File: src/design/report_pkg.sv
// constants and types for the pointer report formatter
package report_pkg;
    localparam int CLK_HZ = 100_000_000;
    localparam int BAUD = 4800;
    localparam logic [15:0] BIT_CYCLES = 16'(CLK_HZ / BAUD);
    localparam logic [7:0] CMD_PROMPT = 8'h44;
    localparam logic [7:0] CMD_STREAM = 8'h52;
    localparam logic [7:0] CMD_POSITION = 8'h50;
    localparam logic [7:0] CMD_SELFTEST = 8'h54;
    localparam logic [2:0] SYNC_PATTERN = 3'h5;
    localparam logic [6:0] ERR_NONE = 7'h00;
    localparam logic [6:0] ERR_CHECKSUM = 7'h3E;
    localparam logic [6:0] ERR_BUTTON = 7'h3D;
    localparam logic [1:0] POS_LEN = 2'h3;
    localparam logic [1:0] TEST_LEN = 2'h0;
    localparam int TX_BITS = 11;
    typedef enum logic [2:0] {
        IDLE = 3'b001,
        SEND = 3'b010,
        WAIT = 3'b100
    } fmt_state_t;
    function automatic logic [6:0] magnitude(input logic signed [15:0] v);
        logic [15:0] a;
        a = v[15] ? 16'(-v) : 16'(v);
        return a[6:0];
    endfunction : magnitude
endpackage : report_pkg

File: src/design/byte_link_if.sv
// byte handshake between formatter and serial transmitter
interface byte_link_if;
    logic valid;
    logic ready;
    logic [7:0] data;
    modport src (output valid, output data, input ready);
    modport snk (input valid, input data, output ready);
endinterface : byte_link_if

File: src/design/serial_tx.sv
// asynchronous serial transmitter, 8 data bits, odd parity, one stop bit
module serial_tx #(
    parameter logic [15:0] BIT_CYCLES = report_pkg::BIT_CYCLES
) (
    input wire logic ref_clk,
    input wire logic resetn,
    byte_link_if.snk link,
    output logic txd
);
    logic [10:0] shift;
    logic [10:0] next_shift;
    logic [3:0] bitsLeft;
    logic [3:0] next_bitsLeft;
    logic [15:0] baudCnt;
    logic [15:0] next_baudCnt;

    assign link.ready = (bitsLeft == 4'h0);

    always_comb begin
        next_shift = shift;
        next_bitsLeft = bitsLeft;
        next_baudCnt = baudCnt;
        if (bitsLeft == 4'h0) begin
            if (link.valid) begin
                // stop, odd parity, data lsb first, start
                next_shift = {1'b1, ~^link.data, link.data, 1'b0};
                next_bitsLeft = 4'(report_pkg::TX_BITS);
                next_baudCnt = BIT_CYCLES - 16'h0001;
            end
        end else if (baudCnt == 16'h0000) begin
            next_shift = {1'b1, shift[10:1]};
            next_bitsLeft = bitsLeft - 4'h1;
            next_baudCnt = BIT_CYCLES - 16'h0001;
        end else begin
            next_baudCnt = baudCnt - 16'h0001;
        end
    end

    always_ff @(posedge ref_clk or negedge resetn) begin
        if (!resetn) begin
            shift <= 11'h7FF;
            bitsLeft <= 4'h0;
            baudCnt <= 16'h0000;
        end else begin
            shift <= next_shift;
            bitsLeft <= next_bitsLeft;
            baudCnt <= next_baudCnt;
        end
    end

    // ones shift in behind the frame, so the line rests high from a flip-flop
    assign txd = shift[0];

    parity_odd_a: assert property (@(posedge ref_clk) disable iff (!resetn)
        link.valid && link.ready |=> ^shift[9:1])
        else $error("parity not odd");
endmodule : serial_tx

File: src/design/pointer_report_formatter.sv
// pointer report formatter: builds position and self-test reports
// Behaviour
// - byte two: zero, then X magnitude
// - byte three: zero, then Y magnitude
// - overflow gives no indication anywhere
// - self-test byte one starts with 101
// - self-test byte one low bits: revision
// - self-test byte three: zero, error code
// - self-test byte four: zeros, switch faults
// - position byte one: one, zeros, signs, buttons
// - 4800 baud, odd parity, one stop
// - self-test report is four bytes
// - position request: report, then prompt mode
module pointer_report_formatter #(
    parameter logic [4:0] REVISION = 5'h01,
    parameter logic [2:0] MAKER_ID = 3'h1,   // arbitrary value
    parameter logic [3:0] DEVICE_ID = 4'h1,  // arbitrary value
    parameter logic [15:0] BIT_CYCLES = report_pkg::BIT_CYCLES
) (
    input wire logic ref_clk,
    input wire logic resetn,
    input wire logic cmdValid,
    input wire logic [7:0] cmdByte,
    input wire logic moveStrobe,
    input wire logic signed [1:0] deltaX,
    input wire logic signed [1:0] deltaY,
    input wire logic [2:0] buttons,
    input wire logic [6:0] testError,
    input wire logic [2:0] switchFault,
    output logic txd,
    output logic streamMode,
    output logic reportBusy
);
    // ------------------------------------------------------------
    // accumulation and mode
    // ------------------------------------------------------------
    logic signed [15:0] accX;
    logic signed [15:0] accY;
    logic signed [15:0] next_accX;
    logic signed [15:0] next_accY;
    logic next_streamMode;
    logic [2:0] lastButtons;
    logic [2:0] next_lastButtons;
    report_pkg::fmt_state_t state;
    report_pkg::fmt_state_t next_state;
    logic [7:0] bytes [4];
    logic [7:0] next_bytes [4];
    logic [1:0] idx;
    logic [1:0] next_idx;
    logic [1:0] lastIdx;
    logic [1:0] next_lastIdx;
    logic loadPos;
    logic loadTest;
    byte_link_if link ();
    logic [2:0] btnMeta;
    logic [2:0] btnSync;
    logic [2:0] btnLate;
    logic [2:0] btnStable;
    logic [2:0] next_btnMeta;
    logic [2:0] next_btnSync;
    logic [2:0] next_btnLate;
    logic [2:0] next_btnStable;

    serial_tx #(.BIT_CYCLES(BIT_CYCLES)) u_tx (
        .ref_clk(ref_clk),
        .resetn(resetn),
        .link(link),
        .txd(txd)
    );

    // ------------------------------------------------------------
    // button synchroniser
    // ------------------------------------------------------------
    always_comb begin
        next_btnMeta = buttons;
        next_btnSync = btnMeta;
        next_btnLate = btnSync;
        // a change counts once both late stages agree
        next_btnStable = (btnSync == btnLate) ? btnLate : btnStable;
    end

    always_ff @(posedge ref_clk or negedge resetn) begin
        if (!resetn) begin
            btnMeta <= 3'h0;
            btnSync <= 3'h0;
            btnLate <= 3'h0;
            btnStable <= 3'h0;
        end else begin
            btnMeta <= next_btnMeta;
            btnSync <= next_btnSync;
            btnLate <= next_btnLate;
            btnStable <= next_btnStable;
        end
    end

    assign loadPos = (state == report_pkg::IDLE) && ((cmdValid && cmdByte == report_pkg::CMD_POSITION)
        || (streamMode && !cmdValid && (accX != 16'sh0 || accY != 16'sh0
        || btnStable != lastButtons)));
    assign loadTest = (state == report_pkg::IDLE) && cmdValid
        && cmdByte == report_pkg::CMD_SELFTEST;

    always_comb begin
        next_accX = accX + 16'(deltaX);
        next_accY = accY + 16'(deltaY);
        if (!moveStrobe) begin
            next_accX = accX;
            next_accY = accY;
        end
        if (loadPos) begin
            // movement in this cycle starts the next report
            next_accX = moveStrobe ? 16'(deltaX) : 16'sh0;
            next_accY = moveStrobe ? 16'(deltaY) : 16'sh0;
        end
        next_streamMode = streamMode;
        if (state == report_pkg::IDLE && cmdValid) begin
            if (cmdByte == report_pkg::CMD_STREAM) begin
                next_streamMode = 1'b1;
            end else if (cmdByte == report_pkg::CMD_PROMPT
                || cmdByte == report_pkg::CMD_POSITION
                || cmdByte == report_pkg::CMD_SELFTEST) begin
                next_streamMode = 1'b0;
            end
        end
        next_lastButtons = loadPos ? btnStable : lastButtons;
    end

    // ------------------------------------------------------------
    // report assembly and sending
    // ------------------------------------------------------------
    always_comb begin
        next_state = state;
        next_bytes = bytes;
        next_idx = idx;
        next_lastIdx = lastIdx;
        unique case (state)
            report_pkg::IDLE: begin
                if (loadPos) begin
                    next_bytes[0] = {1'b1, 2'b00, !accX[15], !accY[15], btnStable};
                    // wrap silently above seven bits
                    next_bytes[1] = {1'b0, report_pkg::magnitude(accX)};
                    next_bytes[2] = {1'b0, report_pkg::magnitude(accY)};
                    next_bytes[3] = 8'h00;
                    next_lastIdx = 2'(report_pkg::POS_LEN - 2'h1);
                    next_idx = 2'h0;
                    next_state = report_pkg::SEND;
                end else if (loadTest) begin
                    next_bytes[0] = {report_pkg::SYNC_PATTERN, REVISION};
                    next_bytes[1] = {1'b0, MAKER_ID, DEVICE_ID};
                    next_bytes[2] = {1'b0, testError};
                    next_bytes[3] = {5'h00, switchFault};
                    next_lastIdx = 2'(report_pkg::TEST_LEN - 2'h1);
                    next_idx = 2'h0;
                    next_state = report_pkg::SEND;
                end
            end
            report_pkg::SEND: begin
                if (link.ready) begin
                    next_state = report_pkg::WAIT;
                end
            end
            report_pkg::WAIT: begin
                if (link.ready) begin
                    if (idx == lastIdx) begin
                        next_state = report_pkg::IDLE;
                    end else begin
                        next_idx = idx + 2'h1;
                        next_state = report_pkg::SEND;
                    end
                end
            end
            default: next_state = report_pkg::IDLE;
        endcase
    end

    assign link.valid = (state == report_pkg::SEND);
    assign link.data = bytes[idx];
    assign reportBusy = (state != report_pkg::IDLE);

    always_ff @(posedge ref_clk or negedge resetn) begin
        if (!resetn) begin
            accX <= 16'sh0;
            accY <= 16'sh0;
            streamMode <= 1'b0;
            lastButtons <= 3'h0;
            state <= report_pkg::IDLE;
            for (int i = 0; i < 4; i++) begin
                bytes[i] <= 8'h00;
            end
            idx <= 2'h0;
            lastIdx <= 2'h0;
        end else begin
            accX <= next_accX;
            accY <= next_accY;
            streamMode <= next_streamMode;
            lastButtons <= next_lastButtons;
            state <= next_state;
            bytes <= next_bytes;
            idx <= next_idx;
            lastIdx <= next_lastIdx;
        end
    end

    // ------------------------------------------------------------
    // checks
    // ------------------------------------------------------------
    pos_head_a: assert property (@(posedge ref_clk) disable iff (!resetn)
        loadPos |=> bytes[0][7:5] == 3'h4 && bytes[0][2:0] == $past(btnStable))
        else $error("position header wrong");
    pos_sign_a: assert property (@(posedge ref_clk) disable iff (!resetn)
        loadPos |=> bytes[0][4] == !$past(accX[15]) && bytes[0][3] == !$past(accY[15]))
        else $error("position signs wrong");
    x_mag_a: assert property (@(posedge ref_clk) disable iff (!resetn)
        loadPos |=> bytes[1] == {1'b0, report_pkg::magnitude($past(accX))})
        else $error("x magnitude wrong");
    y_mag_a: assert property (@(posedge ref_clk) disable iff (!resetn)
        loadPos |=> bytes[2] == {1'b0, report_pkg::magnitude($past(accY))})
        else $error("y magnitude wrong");
    no_overflow_a: assert property (@(posedge ref_clk) disable iff (!resetn)
        loadPos |=> bytes[1][7] == 1'b0 && bytes[2][7] == 1'b0)
        else $error("overflow flagged");
    test_sync_a: assert property (@(posedge ref_clk) disable iff (!resetn)
        loadTest |=> bytes[0] == {report_pkg::SYNC_PATTERN, REVISION})
        else $error("self-test sync wrong");
    test_id_a: assert property (@(posedge ref_clk) disable iff (!resetn)
        loadTest |=> bytes[1] == {1'b0, MAKER_ID, DEVICE_ID})
        else $error("identification byte wrong");
    test_rev_a: assert property (@(posedge ref_clk) disable iff (!resetn)
        loadTest |=> bytes[0][4:0] == REVISION && lastIdx == 2'h3)
        else $error("revision or length wrong");
    test_err_a: assert property (@(posedge ref_clk) disable iff (!resetn)
        loadTest |=> bytes[2] == {1'b0, $past(testError)})
        else $error("error code wrong");
    test_sw_a: assert property (@(posedge ref_clk) disable iff (!resetn)
        loadTest |=> bytes[3] == {5'h00, $past(switchFault)})
        else $error("switch byte wrong");
    pos_prompt_a: assert property (@(posedge ref_clk) disable iff (!resetn)
        cmdValid && state == report_pkg::IDLE && cmdByte == report_pkg::CMD_POSITION
        |=> !streamMode && reportBusy)
        else $error("position request mishandled");
    acc_clear_a: assert property (@(posedge ref_clk) disable iff (!resetn)
        loadPos && !moveStrobe |=> accX == 16'sh0 && accY == 16'sh0)
        else $error("accumulators not cleared");
    cov_pos: cover property (@(posedge ref_clk) disable iff (!resetn) loadPos);
    cov_test: cover property (@(posedge ref_clk) disable iff (!resetn) loadTest);
    cov_stream: cover property (@(posedge ref_clk) disable iff (!resetn)
        streamMode && loadPos);
    cov_prompt: cover property (@(posedge ref_clk) disable iff (!resetn)
        state == report_pkg::IDLE && cmdValid && cmdByte == report_pkg::CMD_PROMPT);
    cov_wrap: cover property (@(posedge ref_clk) disable iff (!resetn)
        loadPos && (accX > 16'sh007F || accX < -16'sh007F));
endmodule : pointer_report_formatter

File: config.mk
export PLATFORM = sky130hd
export DESIGN_NAME = pointer_report_formatter
export DESIGN_NICKNAME = d
export VERILOG_FILES = /design/src/design/report_pkg.sv /design/src/design/byte_link_if.sv /design/src/design/serial_tx.sv /design/src/design/pointer_report_formatter.sv
export SDC_FILE = /design/constraint.sdc
export NUM_CORES = 1
export LEC_CHECK = 0
export BUFFER_PORTS_ARGS = -buffer_cell sky130_fd_sc_hd__buf_4
export CAP_MARGIN = 20
export CORE_MARGIN = 2
export CORE_UTILIZATION = 62
export CTS_CLUSTER_SIZE = 40
export DETAILED_ROUTE_END_ITERATION = 7
export GPL_TIMING_DRIVEN = 1
export PLACE_DENSITY_LB_ADDON = 0.15
export SYNTH_ARGS = -nofsm -noshare
export SYNTH_HDL_FRONTEND = slang
export SYNTH_HIERARCHICAL = 1
export SYNTH_SLANG_ARGS = --single-unit
File: constraint.sdc
create_clock -name ref_clk -period 3 [get_ports ref_clk]
set_input_delay 0 -clock ref_clk [delete_from_list [all_inputs] [get_ports ref_clk]]
set_output_delay 0 -clock ref_clk [all_outputs]
set_load 0.01 [all_outputs]
# Yosys cells after proc, flatten, opt, wreduce, memory -nomap -nowiden
# Index checks and enable logic that the tools add are counted.
# classes
addsub,7
muxes,37
eq_ne,16
n_reduce_logical,29
magnitude_cmp,1
n_bitwise,1
# ops
operator,count
$mux 16,9
$mux 32,2
$mux 11,3
$add 16x2->16,2
$eq 8x7->1 const B,4
$reduce_bool 16->1,2
$bmux 8 s2,1
$logic_not 16->1,1
$mux 8,2
$sub 16x1->16 const B,1
$mux 2,7
$mux 7,2
$neg 7->7,2
$mux 3,4
$mux 4,3
$reduce_bool 2->1,5
$pmux 3 s3,1
$reduce_xnor 8->1,1
$logic_and 1x1->1,6
$ne 2x2->1 const B,3
$reduce_and 2->1,3
$logic_or 1x1->1,5
$logic_not 4->1,1
$pmux 2 s2,1
other kinds (17),20
# totals
ff_bits,118
wordCells,109
out_inout_bits,3
in_bits,29

# Depth between registers and ports, before layout
# logic_depth
ltp_word,8
depth_mapped,11
mapped_depth_nobuf,10

# By module
# Netlist, hierarchy kept.
# by_module_without_submodules
module,cells_per_inst,area_per_inst_um2,n_inst,seq_area_each_um2
pointer_report_formatter,533,4987.3,1,1928.1
serial_tx,173,1680.4,1,763.2

# Worst setup path before layout
# Ideal clock, no wire load.
# synth_timing
path_kind,register to register
startpoint,register accX[0]
endpoint,register accX[14]
n_path_buf,0
synth_period_minus_slack_ps,2347
required_time_ps,2872
arrival_ps,2220
setup_time_ps,128
stages_incl_launch_ff,11
slack_ps,653
path_cell_list,dfrtp_1 -> ha_1 -> inv_1 -> fa_1 -> nor2b_1 -> o31ai_1 -> a31oi_1 -> a311o_1 -> a221oi_1 -> xor2_1 -> o21ai_0
# synth_between
elab_chain_cells,7
word_cells_on_any_way,10
classes_between,add/sub: 1; mux: 2; reduce/logical: 7
# synth_rtl
element,line_no,rtl
from (decl),pointer_report_formatter.sv:37,logic signed [15:0] accX;
from (signal assigned),pointer_report_formatter.sv:192,accX <= next_accX;
branches (longest 7 deep; another with $add 16x2->16),--,
# Parallel ways; which one is timed is not known. The select of a mux whose other input is x is not followed.
# A chain may end at the register's enable or synchronous reset.

# Worst setup path in the final report
# layout_timing
startpoint,register state[0]
endpoint,register streamMode
# layout_between
elab_chain_cells,3
# layout_rtl
element,line_no,rtl
from (decl),pointer_report_formatter.sv:44,report_pkg::fmt_state_t state;
from (signal assigned),pointer_report_formatter.sv:185,state <= report_pkg::IDLE;
from (signal assigned),pointer_report_formatter.sv:196,state <= next_state;
$eq 3x1->1,pointer_report_formatter.sv:115,if (state == report_pkg::IDLE && cmdValid) begin
$logic_and 1x1->1,pointer_report_formatter.sv:115,
$reduce_and 2->1 (no line),--,
to (signal assigned),pointer_report_formatter.sv:194,streamMode <= next_streamMode;
to (decl),pointer_report_formatter.sv:31,"output logic streamMode,"
# No other way between the ends.

==> run metrics <==
fmax around 370 MHz; final worst setup slack 306 ps; # DRC 0; Placed Area 0.00704 mm^2; run status finished clean; R2R setup slack 310 ps; Clock transition at path regs 100 ps; Post-CTS Resized 0; worst min path class in -> reg; CP max stage cell dlygate4sd3_1; PD cells 987 mW/mm^2; Final setup viols 0; most common cell in the netlist dfrtp_1; vias in the first global route between 5k and 6k; Final Skew 10.2 ps; Final Hold Vio Count 0; largest net degree at the start of global routing 59; Worst-Margin Slew 732 ps; CTS tree built; Post-Synthesis Cells 706; WL/cell about 18 um; final wirelength 15.7 mm; Ports 32; Max Buffers Root-to-Sink 2; reg2reg start state[0]; Num CTS Buffers 9; Post-DP HPWL 11.2 mm; Pre-antenna DRT Iters 5; Final Core Density 71.7%; crit-path max FO 8; max-slew violations 0; share of cells above drive strength 1 12.4%; final worst-path cycle share 89.8%; Yosys cell types between 70 and 80; Post-CTS Setup Bufs 0; sequential element share of the synthesized area 40.4%; WP data arrival 3020 ps; FFs w/ async S/R, synth 100%; crit path to streamMode; GRT Total Usage 28.9%; standard-cell rows 37; Sink Count 107; Root Driver clkbuf_8; Lkg Pwr 3.27 nW; Inserted Diodes 0; post-synth net total 772; CP Launch Type register; Area growth syn-to-layout 11.5%; ys flop type dfrtp_1; Crit. End Element register; Post-synth top cells 96 x dfrtp_1, 65 x nand2_1, 63 x o21ai_0, 48 x a21oi_1, 41 x nor2_1; maximum VDD drop 0.000609 V; Synth area leader dfrtp_1; RSZ-0062 raised after global routing false; crit path from state[0]; Netlist Area Pre-Place 0.00667 mm^2; Worst path most repeated cell dlygate4sd3_1; CTS Hold Bufs 20; initial antenna violation count 0; r2r endpoint streamMode; Clk Latency, worst-skew pair 390 ps; Initial Util 64.3%; vias 5650; setup TNS 0 ps; ranking of synthesized cells by area dfrtp_1 36%, ha_1 6.6%, o21ai_0 4.7%; Total Power ~7.3 mW; average size of a mapped cell between 9 and 10 um^2; reg2reg path depth 7; Final min period 2690 ps; EDFF count, synth 0; gpl congestion ~0.9; H-tree depth 3; flops & latches, synth 107; antenna-violating nets left 0; DIE AREA ~0.012 mm^2; port bufs 31; 1st-iter DRT viols about 500; worst slack, placed 305 ps; Req. time, crit path about 3300 ps; critical path, cell by cell nor3b_2, nand4_1, nor3b_1, o21ai_0, dlygate4sd3_1, nand2_1, dlygate4sd3_1; Die X 108 um; Synth Warn # 6; final instance area 0.00743 mm^2; share of the synthesized area in the top cell type 36.0%; drt via density around 6.3; post-layout net count roughly 820; core area 0.0104 mm^2; Slew HR between 50% and 60%; maxcap violations 0; first-pass GRT wire length 26.7 mm; crit-path max cell delay 610 ps; Die H 108 um; remaining global-route overflow 0; critical path class reg -> reg
==> metal layers <==
metal	part of all wire, %	up-vias	track usage (%)
met5	0	-	0
met4	2.4	0	9.62
met3	3.8	33	5.57
met2	51	134	49.3
met1	43	2780	36.9
li1	-	2703	-
==> sequential cells by signal, summed over array words and instances, names as in the netlist <==
| signal | count |
|---|---|
| idx | 2 |
| lastButtons | 3 |
| u_tx/bitsLeft | 4 |
| u_tx/baudCnt | 16 |
| btnMeta | 3 |
| state | 3 |
| u_tx/shift | 10 |
| btnStable | 3 |
| accY | 16 |
| btnSync | 3 |
| accX | 16 |
| lastIdx | 1 |
| streamMode | 1 |
| bytes | 23 |
| btnLate | 3 |
==> cells in the final DEF, fill, tap and decap left out, types with 8 or more instances in the layout <==
cell type / count
nand3_1: 19
or3_1: 8
ha_1: 35
mux2i_1: 9
buf_4: 41
o31ai_1: 12
xor2_1: 26
inv_1: 30
a21o_1: 12
clkbuf_8: 9
o21a_1: 8
a22o_1: 17
xnor2_1: 22
nand2_1: 65
dlygate4sd3_1: 20
a31oi_1: 16
dfstp_2: 11
nor2b_1: 14
nor2_1: 41
dfrtp_1: 96
nor4_1: 9
o21ai_0: 63
a21oi_1: 48
==> through the flow <==
stage / hold slack [ps] / instances
after floorplan: -296 / 706
after global placement: 68.3 / 856
after detailed placement: 71.2 / 856
after CTS: 98.9 / 892
after global routing: 157 / 892
final: 125 / 892
==> worst min-delay path by stage <==
| stage | to | slack, ps | startpoint | cells after the start |
|---|---|---|---|---|
| after global routing | accX[15] | 160 | deltaX[1] | 4 |
| after detailed placement | u_tx/baudCnt[5] | 70 | resetn | 1 |
| after CTS | accX[15] | 100 | deltaX[1] | 4 |
| final | accX[15] | 120 | deltaX[1] | 4 |
| after global placement | u_tx/baudCnt[5] | 70 | resetn | 1 |
| after floorplan | accX[0] | -300 | resetn | 0 |
==> worst max-delay path: cells and delay by family, from the launching register on <==
family | cells | cell delay (ps)
flops | 1 | 600
compound gates | 1 | 120
simple gates | 4 | 750
buf+inv | 2 | 1170
==> report_power, final <==
group,switching (mW),internal (mW)
Sequential,0.631,2.05
Combinational,2.03,1.73
Clock,0.504,0.388
Total,3.16,4.17
==> cell families after synthesis <==
group	synth area share (%)
mux	2.87
simple gates	16.8
flops	40.4
compound gates	22.6
fa+ha+maj	7.17
buf+inv	3.90
xor+xnor	6.31
==> layout make-up <==
| cell class | instances | area [um^2] |
|---|---|---|
| Multi-Input combinational cell | 539 | 3720 |
| Clock buffer | 10 | 128 |
| Inverter | 31 | 116 |
| Fill cell | 798 | 2940 |
| Clock inverter | 6 | 62.6 |
| Sequential cell | 107 | 2690 |
| Tap cell | 136 | 170 |
| Timing Repair Buffer | 63 | 548 |
Power figures use the tool's default switching activity.
